==> src/ccrs_pkg.sv <==
package ccrs_pkg;

  // ----------------------------------------
  // Clock and timing
  // ----------------------------------------
  localparam int          CLK_PERIOD_NS = 50;
  localparam int          RST_HOLD_NS   = 1000;
  localparam logic [7:0]  HOLD_CYC      = 8'((RST_HOLD_NS + CLK_PERIOD_NS - 1) / CLK_PERIOD_NS);

  // ----------------------------------------
  // Register offsets (byte addresses)
  // ----------------------------------------
  localparam logic [7:0]  OFF_CORE_RST  = 8'h00;
  localparam logic [7:0]  OFF_CLK_EN    = 8'h04;
  localparam logic [7:0]  OFF_BYPASS    = 8'h08;
  localparam logic [7:0]  OFF_CLK_SEL   = 8'h0C;
  localparam logic [7:0]  OFF_CORE_TGT  = 8'h10;
  localparam logic [7:0]  OFF_TRACE_CFG = 8'h14;
  localparam logic [7:0]  OFF_STATUS    = 8'h18;

  // ----------------------------------------
  // Field positions and reset values
  // ----------------------------------------
  localparam int          POS_CLK_STOP  = 0;
  localparam int          POS_CLK_START = 1;
  localparam int          POS_DIV_LSB   = 8;
  localparam logic [2:0]  CORE_BITS_RST = 3'h7;
  localparam logic [1:0]  SRC_OSC       = 2'h0;
  localparam logic [7:0]  DIV_RST       = 8'h01;
  localparam logic [1:0]  RESP_OKAY     = 2'h0;
  localparam logic [1:0]  RESP_SLVERR   = 2'h2;

  // Synchroniser lanes
  localparam int          SY_DBG        = 0;
  localparam int          SY_SCOLD      = 1;
  localparam int          SY_SWARM      = 2;
  localparam int          SY_CCOLD      = 3;
  localparam int          SY_CWARM      = 4;

  // ----------------------------------------
  // Sequencer states, one-hot; higher code = higher priority
  // ----------------------------------------
  typedef enum logic [4:0] {
    ST_RUN   = 5'b00001,
    ST_CWARM = 5'b00010,
    ST_CCOLD = 5'b00100,
    ST_WARM  = 5'b01000,
    ST_COLD  = 5'b10000
  } ccrs_state_t;

  // ----------------------------------------
  // Whole state of the block
  // ----------------------------------------
  typedef struct packed {
    logic [4:0]  sync1;
    logic [4:0]  sync2;
    ccrs_state_t state;
    logic [7:0]  hold;
    logic        dbg_keep;
    logic [1:0]  rst_core;
    logic [2:0]  core_bits;
    logic        clk_run;
    logic        bypass;
    logic [1:0]  src_sel;
    logic [7:0]  freq_div;
    logic [1:0]  core_tgt;
    logic        trace_cfg;
    logic [1:0]  div_cnt;
    logic        half_tick;
    logic        quarter_tick;
    logic        aw_hold;
    logic [7:0]  aw_addr;
    logic        aw_priv;
    logic        w_hold;
    logic [31:0] w_data;
    logic [3:0]  w_strb;
    logic        bvalid;
    logic [1:0]  bresp;
    logic        rvalid;
    logic [31:0] rdata;
    logic [1:0]  rresp;
  } ccrs_st_t;

endpackage : ccrs_pkg

==> src/ccrs_top.sv <==
// How it works
// [RQ1] Cold or warm reset ends with the boot core released automatically.
// [RQ2] Cold or warm reset sets all three secondary core reset bits.
// [RQ3] Software clears a core reset bit; that core's reset then drops.
// [RQ4] Cold reset resets the whole cluster including debug.
// [RQ5] Warm reset resets everything except debug logic.
// [RQ6] Trace macrocell reset by cold reset only, never by warm reset.
// [RQ7] After trace reset, no trace output until software reconfigures it.
// [RQ8] Cluster clock enable reads 1 on leaving reset.
// [RQ9] Privileged write of 1 to clock stop bit stops cluster clocks.
// [RQ10] Cluster runs from internal oscillator after reset until reselected.
// [RQ11] Source select accepted only under bypass; device follows the selection.
// [RQ12] Half-rate clock enable runs at one half of core rate.
// [RQ13] Quarter-rate clock enable runs at one quarter of core rate.
// [RQ14] Debug-domain signals are synchronised before cluster logic uses them.
// [RQ15] Plain system cold reset: cluster held in reset and powered down.
// [RQ16] Cold reset with debug: cores and L2 in reset, L2 powered, debug on.
// [RQ17] Single-core cold with debug: that core in reset, L2 and debug released.
// [RQ18] Single-core warm with trace: that core in reset, debug active.
// [RQ19] Each secondary core reset bit acts independently of the others.
//
// Local design decisions: the register addresses and the AXI4-Lite register port.
module ccrs_top
  import ccrs_pkg::*;
(
  input  wire logic        aclk,
  input  wire logic        aresetn,
  input  wire logic [7:0]  awaddr,
  input  wire logic [2:0]  awprot,
  input  wire logic        awvalid,
  output logic             awready,
  input  wire logic [31:0] wdata,
  input  wire logic [3:0]  wstrb,
  input  wire logic        wvalid,
  output logic             wready,
  output logic [1:0]       bresp,
  output logic             bvalid,
  input  wire logic        bready,
  input  wire logic [7:0]  araddr,
  input  wire logic [2:0]  arprot,
  input  wire logic        arvalid,
  output logic             arready,
  output logic [31:0]      rdata,
  output logic [1:0]       rresp,
  output logic             rvalid,
  input  wire logic        rready,
  input  wire logic        sys_cold_req,
  input  wire logic        sys_warm_req,
  input  wire logic        core_cold_req,
  input  wire logic        core_warm_req,
  input  wire logic        dbg_active,
  output logic [3:0]       core_rst,
  output logic [3:0]       core_pwr_on,
  output logic             cluster_pwr_on,
  output logic             l2_rst,
  output logic             l2_pwr_on,
  output logic             dbg_rst,
  output logic             trace_rst,
  output logic             trace_out_en,
  output logic             clk_core_en,
  output logic             clk_half_en,
  output logic             clk_quarter_en,
  output logic [1:0]       clk_src_sel,
  output logic [7:0]       clk_freq_div
);
  import ccrs_pkg::*;

  localparam ccrs_st_t ST_INIT = '{state: ST_COLD, hold: HOLD_CYC, core_bits: CORE_BITS_RST,
                                  clk_run: 1'b1, src_sel: SRC_OSC, freq_div: DIV_RST, default: '0};

  ccrs_st_t    st_reg;
  ccrs_st_t    st_next;
  ccrs_state_t req_state;
  logic        wr_go;
  logic        req_none;
  logic [3:0]  tgt_onehot;
  logic [3:0]  sec_rst;

  // ----------------------------------------
  // Helpers
  // ----------------------------------------
  // One-hot of a core index
  function automatic logic [3:0] core_hot(input logic [1:0] idx);
    core_hot = 4'h1 << idx;
  endfunction : core_hot

  // Register read mux
  function automatic logic [31:0] rd_word(input ccrs_st_t s, input logic [7:0] a, input logic [3:0] cr);
    rd_word = 32'h0;
    unique case (a)
      OFF_CORE_RST:  rd_word[3:0] = cr;
      OFF_CLK_EN:    rd_word[0] = s.clk_run;
      OFF_BYPASS:    rd_word[0] = s.bypass;
      OFF_CLK_SEL:   rd_word = {16'h0, s.freq_div, 6'h0, s.src_sel};
      OFF_CORE_TGT:  rd_word[1:0] = s.core_tgt;
      OFF_TRACE_CFG: rd_word[0] = s.trace_cfg;
      OFF_STATUS:    rd_word = {24'h0, s.rst_core, s.dbg_keep, s.state};
      default:       rd_word = 32'h0;
    endcase
  endfunction : rd_word

  // Known register offsets
  function automatic logic mapped(input logic [7:0] a);
    mapped = (a == OFF_CORE_RST) || (a == OFF_CLK_EN) || (a == OFF_BYPASS) || (a == OFF_CLK_SEL)
          || (a == OFF_CORE_TGT) || (a == OFF_TRACE_CFG) || (a == OFF_STATUS);
  endfunction : mapped

  // ----------------------------------------
  // Bus handshakes
  // ----------------------------------------
  assign awready  = !st_reg.aw_hold && !st_reg.bvalid;
  assign wready   = !st_reg.w_hold && !st_reg.bvalid;
  assign arready  = !st_reg.rvalid;
  assign wr_go    = st_reg.aw_hold && st_reg.w_hold;
  assign req_none = (st_reg.sync2[SY_CWARM:SY_SCOLD] == 4'h0);

  // Requested reset class, highest priority first
  assign req_state = st_reg.sync2[SY_SCOLD] ? ST_COLD  :
                     st_reg.sync2[SY_SWARM] ? ST_WARM  :
                     st_reg.sync2[SY_CCOLD] ? ST_CCOLD :
                     st_reg.sync2[SY_CWARM] ? ST_CWARM : ST_RUN; // RQ14

  // ----------------------------------------
  // Next state
  // ----------------------------------------
  always_comb begin
    st_next = st_reg;
    // Two-stage synchronisers on pins and debug domain
    st_next.sync1 = {core_warm_req, core_cold_req, sys_warm_req, sys_cold_req, dbg_active}; // RQ14
    st_next.sync2 = st_reg.sync1; // RQ14
    // Capture address and data in either order
    if (awvalid && awready) begin
      st_next.aw_hold = 1'b1;
      st_next.aw_addr = awaddr;
      st_next.aw_priv = awprot[0];
    end
    if (wvalid && wready) begin
      st_next.w_hold = 1'b1;
      st_next.w_data = wdata;
      st_next.w_strb = wstrb;
    end
    if (st_reg.bvalid && bready) begin
      st_next.bvalid = 1'b0;
    end
    // Register write once both halves are held
    if (wr_go) begin
      st_next.aw_hold = 1'b0;
      st_next.w_hold  = 1'b0;
      st_next.bvalid  = 1'b1;
      st_next.bresp   = mapped(st_reg.aw_addr) ? RESP_OKAY : RESP_SLVERR;
      unique case (st_reg.aw_addr)
        OFF_CORE_RST: begin
          if (st_reg.w_strb[0]) begin
            st_next.core_bits = st_reg.w_data[3:1]; // RQ3 RQ19
          end
        end
        OFF_CLK_EN: begin
          if (!st_reg.aw_priv) begin
            st_next.bresp = RESP_SLVERR;
          end else if (st_reg.w_strb[0] && st_reg.w_data[POS_CLK_STOP]) begin
            st_next.clk_run = 1'b0; // RQ9
          end else if (st_reg.w_strb[0] && st_reg.w_data[POS_CLK_START]) begin
            st_next.clk_run = 1'b1;
          end
        end
        OFF_BYPASS: begin
          if (st_reg.w_strb[0]) begin
            st_next.bypass = st_reg.w_data[0];
          end
        end
        OFF_CLK_SEL: begin
          if (!st_reg.bypass) begin
            st_next.bresp = RESP_SLVERR; // RQ11
          end else begin
            if (st_reg.w_strb[0]) begin
              st_next.src_sel = st_reg.w_data[1:0]; // RQ11
            end
            if (st_reg.w_strb[1]) begin
              st_next.freq_div = st_reg.w_data[POS_DIV_LSB +: 8];
            end
          end
        end
        OFF_CORE_TGT: begin
          if (st_reg.w_strb[0]) begin
            st_next.core_tgt = st_reg.w_data[1:0];
          end
        end
        OFF_TRACE_CFG: begin
          if (st_reg.w_strb[0]) begin
            st_next.trace_cfg = st_reg.w_data[0]; // RQ7
          end
        end
        default: begin
        end
      endcase
    end
    // Register read, answered one cycle after the address
    if (st_reg.rvalid && rready) begin
      st_next.rvalid = 1'b0;
    end
    if (arvalid && arready) begin
      st_next.rvalid = 1'b1;
      st_next.rdata  = rd_word(st_reg, araddr, core_rst);
      st_next.rresp  = mapped(araddr) ? RESP_OKAY : RESP_SLVERR;
    end
    // Clock ratio divider, counting only while the group runs
    st_next.half_tick    = st_reg.clk_run && st_reg.div_cnt[0]; // RQ12
    st_next.quarter_tick = st_reg.clk_run && (st_reg.div_cnt == 2'h3); // RQ13
    if (st_reg.clk_run) begin
      st_next.div_cnt = st_reg.div_cnt + 2'h1;
    end
    // Reset sequencing; hardware set wins over software write
    if ((req_state != ST_RUN) && (req_state >= st_reg.state)) begin
      st_next.state    = req_state;
      st_next.hold     = HOLD_CYC;
      st_next.dbg_keep = st_reg.sync2[SY_DBG];
      if (st_reg.state != req_state) begin
        st_next.rst_core = st_reg.core_tgt;
      end
    end else if (st_reg.state != ST_RUN) begin
      if (st_reg.hold != 8'h0) begin
        st_next.hold = st_reg.hold - 8'h1;
      end else begin
        st_next.state = ST_RUN; // RQ1
      end
    end
    if (st_next.state inside {ST_COLD, ST_WARM}) begin
      st_next.core_bits = CORE_BITS_RST; // RQ2
      st_next.clk_run   = 1'b1; // RQ8
      st_next.bypass    = 1'b0;
      st_next.src_sel   = SRC_OSC; // RQ10
      st_next.freq_div  = DIV_RST;
    end
    if (st_next.state == ST_COLD) begin
      st_next.trace_cfg = 1'b0; // RQ6 RQ7
    end
  end

  // ----------------------------------------
  // State register
  // ----------------------------------------
  always_ff @(posedge aclk) begin
    if (!aresetn) begin
      st_reg <= ST_INIT;
    end else begin
      st_reg <= st_next;
    end
  end

  // ----------------------------------------
  // Reset and power outputs per state
  // ----------------------------------------
  assign tgt_onehot = core_hot(st_reg.rst_core);
  assign sec_rst    = {st_reg.core_bits, 1'b0}; // RQ19

  always_comb begin
    core_rst       = sec_rst; // RQ1 RQ3
    core_pwr_on    = 4'hF;
    cluster_pwr_on = 1'b1;
    l2_rst         = 1'b0;
    l2_pwr_on      = 1'b1;
    dbg_rst        = 1'b0;
    trace_rst      = 1'b0;
    unique case (st_reg.state)
      ST_RUN: begin
      end
      ST_COLD: begin
        core_rst       = 4'hF; // RQ4 RQ16
        l2_rst         = 1'b1;
        trace_rst      = 1'b1; // RQ6
        dbg_rst        = !st_reg.dbg_keep; // RQ4 RQ16
        cluster_pwr_on = st_reg.dbg_keep; // RQ15
        l2_pwr_on      = st_reg.dbg_keep; // RQ15 RQ16
        core_pwr_on    = st_reg.dbg_keep ? 4'hF : 4'h0;
      end
      ST_WARM: begin
        core_rst = 4'hF; // RQ5
        l2_rst   = 1'b1;
      end
      ST_CCOLD, ST_CWARM: begin
        core_rst = sec_rst | tgt_onehot; // RQ17 RQ18
      end
    endcase
  end

  // ----------------------------------------
  // Clock and bus outputs
  // ----------------------------------------
  assign trace_out_en   = st_reg.trace_cfg && !trace_rst; // RQ7
  assign clk_core_en    = st_reg.clk_run; // RQ9
  assign clk_half_en    = st_reg.half_tick; // RQ12
  assign clk_quarter_en = st_reg.quarter_tick; // RQ13
  assign clk_src_sel    = st_reg.bypass ? SRC_OSC : st_reg.src_sel; // RQ10 RQ11
  assign clk_freq_div   = st_reg.freq_div;
  assign bvalid         = st_reg.bvalid;
  assign bresp          = st_reg.bresp;
  assign rvalid         = st_reg.rvalid;
  assign rdata          = st_reg.rdata;
  assign rresp          = st_reg.rresp;
endmodule : ccrs_top

==> config.mk <==
export PLATFORM = sky130hd
export DESIGN_NAME = ccrs_top
export DESIGN_NICKNAME = d
export VERILOG_FILES = /design/src/ccrs_pkg.sv /design/src/ccrs_top.sv
export SDC_FILE = /design/constraint.sdc
export NUM_CORES = 1
export LEC_CHECK = 0
export ABC_AREA = 1
export BUFFER_PORTS_ARGS = -buffer_cell sky130_fd_sc_hd__buf_2
export CORE_AREA = 5 5 97 99
export DETAILED_ROUTE_END_ITERATION = 7
export DIE_AREA = 0 0 102 104
export GPL_TIMING_DRIVEN = 1
export PLACE_DENSITY = 0.79
export SLEW_MARGIN = 20
export SYNTH_ARGS = -nofsm -noshare
export SYNTH_HDL_FRONTEND = slang
export SYNTH_SLANG_ARGS = --single-unit
==> constraint.sdc <==
create_clock -name aclk -period 3.1 [get_ports aclk]
set_input_delay 0.62 -clock aclk [delete_from_list [all_inputs] [get_ports aclk]]
set_output_delay 0.62 -clock aclk [all_outputs]
set_load 0.01 [all_outputs]
==> reports/qor.csv, run 1 <==
stage;metric;value;unit
outcome;status;complete, no violations;
clock_tree;ctsResizeCount;0;
sta;min_period;2.27;ns
sta;fmax;440;MHz
floorplan;die_x;102;um
routing;ant_nets;0;
final_layout;largest_reg_flops;54;
routing;vias;3921;
routing;drc;0;
clock_tree;cts_buffer_depth;2;
setup_path;required;3.30;ns
global_route;grt_max_degree;67;
global_route;globalRouteTotalUtil;0.182;
synthesis;synth_cells;629;
hold_path;hp-class;flip-flop to flip-flop;
final_layout;finalNetCount;767;
setup_path;start_kind;flip-flop;
global_route;overflow;0;
global_route;met1_usage;0.239;
sta;slew_headroom;0.595;
floorplan;coreArea;0.00847;mm2
sta;drv_slew;0;
setup_path;critical_path_arrival;2.48;ns
final_layout;nFillCells;787;
power;pwr_density_cell;549;mW/mm2
flow_run;maxCapViolations;0;
sta;worst_slew_pin_slew;0.607;ns
hold_path;hold_path_depth;2;
setup_path;crit_type;flip-flop to flip-flop;
sta;rsz0062_at_grt;no;
hold_path;hold_start;st_next[123];
global_route;grtUsageMet2;0.293;
floorplan;start_util;0.532;
clock_tree;numCtsBuffers;9;
routing;drt-initial-drc-count;149;
sta;fin_crit_sh;0.733;
power;clock_power_share;0.298;
setup_path;path_cells;nor4_2, ha_1, nand2_1, nor2_1, nor2_1, nand2_2, nand2_2, nand2_1, nand2_1, nor2_1, o21ai_2, nand3_1;
global_route;grt_pass1_wl;15900;um
global_route;antenna_found_initial;0;
synthesis;syn_area;0.00450;mm2
place;post-dp-hpwl;7370;um
synthesis;ys_ff_latch;93;
sta;finalClockSkew;0.0126;ns
sta;setup_viol;0;
sta;whs;0.411;ns
synthesis;synth_seq_area_share;0.413;
global_route;grt_pass1_vias;3578;
floorplan;die_h;104;um
synthesis;synthArstFlopShare;0;
sta;hold_viol;0;
setup_path;critPathSlowestCell;dfxtp_1;
routing;firstDrtPassIters;4;
final_layout;area_growth;10.1;%
floorplan;rows;34;
place;place_congestion;0.896;
synthesis;yosys_warnings;0;
hold_path;hold_end;st_reg[123];
power;combPwrFrac;0.208;
clock_tree;clkLatencyLatePin;0.35;ns
final_layout;drive_gt1_frac;0.203;
clock_tree;h-tree-depth;3;
final_layout;final_cells;802;
global_route;use_met3;0.0443;
power;finalPower;2720;uW
setup_path;cp-startpoint;st_reg[124];
clock_tree;clk_pin_slew_worst_paths;0.09;ns
power;p_int;1860;uW
setup_path;cp_max_fo;7;
setup_path;cp-end-kind;flip-flop;
routing;viasPerCell;4.89;
clock_tree;ctsHoldBuffers;0;
clock_tree;cts_setup_buffers;0;
setup_path;rr_startpoint;st_reg[124];
synthesis;ys_types;40;
clock_tree;cts_tree;yes;
setup_path;max_stage_delay;0.38;ns
clock_tree;cts.sinks;93;
power;p_sw_frac;0.316;
synthesis;synth-edff-count;0;
routing;wirelength;9690;um
setup_path;rrSetupSlack;0.83;ns
routing;avgRoutedWirePerCell;12.1;um
floorplan;ios;138;
synthesis;synth_ff_type;dfxtp_1;
power;p_leak;0.00241;uW
sta;setup_tns;0;ns
synthesis;synth.avg_cell_area;7.16;um2
place;io_buffers;92;
clock_tree;cts_root_buffer;clkbuf_8;
setup_path;r2r-end;sec_rst[3];
final_layout;num_antenna_cells;0;
power;switching_power;861;uW
global_route;gr-max-usage-layer;met2;
floorplan;die-area;0.0106;mm2
setup_path;reg2reg_depth;12;
power;vdd_ir_drop_max;0.401;mV
place;place_inst;786;
power;p_seq_frac;0.494;
## placed cells by master, fill, tap and decap left out, drive strengths merged, types with 10 or more instances in the layout
cell	netlist	final
conb	1	18
nand2	113	113
a21oi	38	38
clkbuf	8	10
inv	87	89
dfxtp	93	93
nor2	97	97
buf	54	94
nand3	34	34
o21ai	59	59
## critical path: cells and delay by family (launching register included)
| family | cells | cell delay (ns) |
|---|---|---|
| AND/OR/NAND/NOR | 10 | 1.19 |
| flip-flops | 1 | 0.38 |
| AO/OA/AOI/OAI | 1 | 0.27 |
| adder cells (fa/ha/maj) | 1 | 0.30 |
## power groups by stage
stage / clock network [uW] / logic [uW] / registers, uW
2_1_floorplan: 0 / 469 / 1360
3_3_place_gp: 0 / 551 / 1370
3_5_place_dp: 0 / 568 / 1370
4_1_cts: 826 / 569 / 1340
5_1_grt: 886 / 646 / 1360
6_report: 812 / 567 / 1340
## how the worst max path moves through the flow
stage,end,slack (ns)
after floorplan,clk_freq_div[1],1.17
after global placement,clk_core_en,0.91
after detailed placement,sec_rst[3],0.82
after CTS,sec_rst[3],0.81
after global routing,sec_rst[1],0.56
final,sec_rst[3],0.83
## cells by family after synthesis
| family | share of synthesized area |
|---|---|
| xor gates and xnor gates | 0.00194 |
| other | 0.000833 |
| adders and majority gates | 0.0222 |
| buffers and inverters | 0.167 |
| AOI/OAI and AO/OA | 0.128 |
| and+or+nand+nor | 0.267 |
| DFF | 0.413 |
## synth_stat cells (2+ instances only)
library cell / count / area [um2]
nand3_2: 3 / 30.0
nor3_1: 5 / 25.0
inv_2: 10 / 37.5
dfxtp_1: 93 / 1860
buf_4: 49 / 368
nor2_4: 3 / 33.8
a31oi_1: 2 / 12.5
a21oi_1: 38 / 190
o21a_1: 3 / 22.5
inv_1: 77 / 289
nand2_1: 109 / 409
nand3_1: 30 / 150
a311oi_1: 2 / 17.5
nor3_2: 2 / 20.0
clkinv_1: 2 / 7.51
clkbuf_1: 8 / 30.0
nand3b_1: 2 / 15.0
o21ai_2: 2 / 17.5
ha_1: 8 / 100
nand2_2: 4 / 25.0
nand4_1: 6 / 37.5
nor4_2: 2 / 25.0
o21ai_0: 56 / 280
nor2_2: 2 / 12.5
buf_1: 5 / 18.8
nor2_1: 92 / 345
## metal layers
layer,up-vias,share of wire,wire length [um]
met5,-,0,0
met4,0,0.011,107
met3,11,0.065,628
met2,119,0.46,4460
met1,1747,0.46,4490
li1,2044,-,-
## layout make-up
class	count	area (um2)	share of cell area
Clock buffer	10	128	0.0257
Clock inverter	6	71.3	0.0144
Inverter	89	334	0.0673
Multi-Input combinational cell	402	1960	0.394
Sequential cell	93	1860	0.375
Tap cell	108	135	0.0272
Timing Repair Buffer	94	475	0.0958
## stage by stage
stage	util	setup slack [ns]	instance area, um2
floorplan	-	1.17	4570
global placement	0.563	0.908	4760
detailed placement	0.563	0.819	4760
CTS	0.586	0.805	4960
global route	0.586	0.557	4960
finish	0.586	0.828	4960
(Power assumes the default switching activity.)
==> run 2: changes to the inputs <==
--- a/config.mk
+++ b/config.mk
@@ -7,11 +7,11 @@
 export LEC_CHECK = 0
 export ABC_AREA = 1
 export BUFFER_PORTS_ARGS = -buffer_cell sky130_fd_sc_hd__buf_2
-export CORE_AREA = 5 5 97 99
+export CORE_AREA = 5 5 100 102
 export DETAILED_ROUTE_END_ITERATION = 7
-export DIE_AREA = 0 0 102 104
+export DIE_AREA = 0 0 105 107
 export GPL_TIMING_DRIVEN = 1
-export PLACE_DENSITY = 0.79
+export PLACE_DENSITY = 0.75
 export SLEW_MARGIN = 20
 export SYNTH_ARGS = -nofsm -noshare
 export SYNTH_HDL_FRONTEND = slang
==> constraint.sdc (replaced) <==
create_clock -name aclk -period 2.2 [get_ports aclk]
set_input_delay 0.44 -clock aclk [delete_from_list [all_inputs] [get_ports aclk]]
set_output_delay 0.44 -clock aclk [all_outputs]
set_load 0.01 [all_outputs]
==> reports/qor.csv, run 2 (synthesis gave the netlist of run 1 again) <==
stage;metric;value;unit;change
global_route;met1_usage;0.231;;-0.00813
setup_path;rrSetupSlack;0.05;ns;-0.78 ns
routing;ant_nets;0;;unchanged
sta;fin_crit_sh;0.978;;+0.245
routing;vias;3969;;+1.2%
flow_run;maxCapViolations;0;;unchanged
clock_tree;cts_tree;yes;;
floorplan;die_h;107;um;+2.9%
sta;finalClockSkew;0.0153;ns;+0.00266 ns
sta;whs;0.270;ns;-0.142 ns
clock_tree;h-tree-depth;3;;unchanged
clock_tree;numCtsBuffers;9;;unchanged
power;pwr_density_cell;770;mW/mm2;+40%
routing;firstDrtPassIters;7;;+3
setup_path;path_cells;inv_1, ha_1, nand3_1, nor2_1, nor2_1, nand2_2, nand2_4, nand2_1, nand3_2, nor2_4, nand2_4, nand3_4, nor2_1;;
setup_path;cpLargestDelayFamily;simple AND/OR/NAND/NOR gates;;
global_route;globalRouteTotalUtil;0.174;;-0.00736
floorplan;start_util;0.499;;-0.0328
sta;worst_slew_pin_slew;0.514;ns;-0.0930 ns
sta;hold_viol;0;;unchanged
power;finalPower;3930;uW;+44%
setup_path;crit_top_cell;nor2_1;;
setup_path;critPathBufInv;1;;+1
power;p_leak;0.00247;uW;+2.4%
place;place_congestion;0.869;;-3.0%
global_route;overflow;0;;unchanged
clock_tree;cts_root_buffer;clkbuf_8;;
floorplan;coreArea;0.00902;mm2;+6.6%
final_layout;final_cell_mix;nand2_1 (103), buf_2 (92), dfxtp_1 (90), nor2_1 (89), inv_1 (74);;
routing;viasPerCell;4.88;;-0.15%
sta;setup_viol;0;;unchanged
floorplan;rows;35;;+2.9%
place;post-dp-hpwl;7520;um;+2.0%
setup_path;cp_max_fo;7;;unchanged
setup_path;critical_path_arrival;2.41;ns;-0.07 ns
final_layout;largest_reg_flops;54;;unchanged
place;io_buffers;92;;unchanged
setup_path;start_kind;flip-flop;;
clock_tree;ctsHoldBuffers;0;;unchanged
final_layout;utilization;0.566;;-0.0204
setup_path;max_stage_delay;0.44;ns;+0.06 ns
final_layout;num_antenna_cells;0;;unchanged
setup_path;crit_type;flip-flop to flip-flop;;
outcome;status;complete, no violations;;
final_layout;drive_gt1_frac;0.236;;+0.0333
sta;drv_slew;0;;unchanged
sta;fmax;465;MHz;+5.6%
clock_tree;clkLatencyLatePin;0.36;ns;about the same
global_route;grt_max_degree;34;;-49%
setup_path;critPathSlowestCell;dfxtp_1;;
global_route;use_met3;0.0355;;-0.00874
global_route;antenna_found_initial;0;;unchanged
floorplan;die_x;105;um;+2.9%
power;vdd_ir_drop_max;0.371;mV;-7.4%
clock_tree;cts_buffer_depth;2;;unchanged
sta;min_period;2.15;ns;-0.120 ns
clock_tree;clk_pin_slew_worst_paths;0.09;ns;about the same
sta;slew_headroom;0.654;;+0.0589
final_layout;finalNetCount;775;;+1.0%
clock_tree;cts.sinks;93;;unchanged
global_route;grt_pass1_vias;3710;;+3.7%
floorplan;ios;138;;unchanged
routing;drt-initial-drc-count;174;;+17%
routing;drc;0;;unchanged
final_layout;final_common_cell;nand2_1;;
sta;rsz0062_at_grt;yes;;
final_layout;area_growth;13.3;%;
routing;wirelength;10100;um;+4.1%
floorplan;die-area;0.0112;mm2;+5.9%
final_layout;final_cells;813;;+1.4%
hold_path;hp-class;input port to flip-flop;;
global_route;grt_pass1_wl;16500;um;+3.3%
setup_path;cp-end-kind;flip-flop;;
routing;avgRoutedWirePerCell;12.4;um;+2.7%
global_route;gr-max-usage-layer;met2;;
global_route;grtUsageMet2;0.278;;-0.0146
setup_path;required;2.46;ns;-0.84 ns
place;place_inst;795;;+1.1%
## run 2: cell count changes in the layout (fill, tap and decap cells not counted), sizes merged
| cell | delta |
|---|---|
| inv | -1 |
| clkinv | +1 |
| nand3 | +1 |
| buf | +7 |
## run 2: what timing repair did
item	in CTS	in global routing
resized for setup	0	23
setup endpoints to repair	0	26
setup buffers	0	1
## run 2: routing by layer
| metal | share of wire | wire [um] | vias up |
|---|---|---|---|
| li1 | - | - | 2071 |
| met1 | 0.44 | 4470 | 1771 |
| met2 | 0.47 | 4740 | 112 |
| met3 | 0.069 | 700 | 15 |
| met4 | 0.018 | 177 | 0 |
| met5 | 0 | 0 | - |
## run 2: tightest hold or removal path, cell delays in order
cell     delay [ns]
buf_2          0.08
nand2_1        0.04
inv_1          0.04
## run 2: where the power goes
group,leakage (uW),internal (uW),switching [uW],total [uW]
logic,0.00161,322,560,882
registers,0.000765,1810,90.4,1900
clock network,0.0000931,534,615,1150
## run 2: path summary, 6_finish.rpt
path                  from            to  cells past startpoint
max            st_reg[121]   st_reg[102]                     13
max reg2reg    st_reg[121]   st_reg[102]                     13
min reg2reg   st_next[123]   st_reg[123]                      2
min          core_warm_req  st_next[127]                      3
## run 2: metrics by stage
stage	cell area (um2)	TNS [ns]	worst slack [ns]
floorplan	4570	0	0.267
global placement	4810	0	0.0649
detailed placement	4810	0	0.0314
CTS	5010	0	0.0204
global route	5100	-1.58	-0.110
finish	5100	0	0.0483
## run 2: cell type report
class | count | area [um2]
Sequential cell | 93 | 1870
Tap cell | 111 | 139
Clock buffer | 10 | 128
Multi-Input combinational cell | 403 | 2040
Inverter | 89 | 334
Clock inverter | 6 | 71.3
Timing Repair Buffer | 101 | 528
Fill cell | 845 | 3920
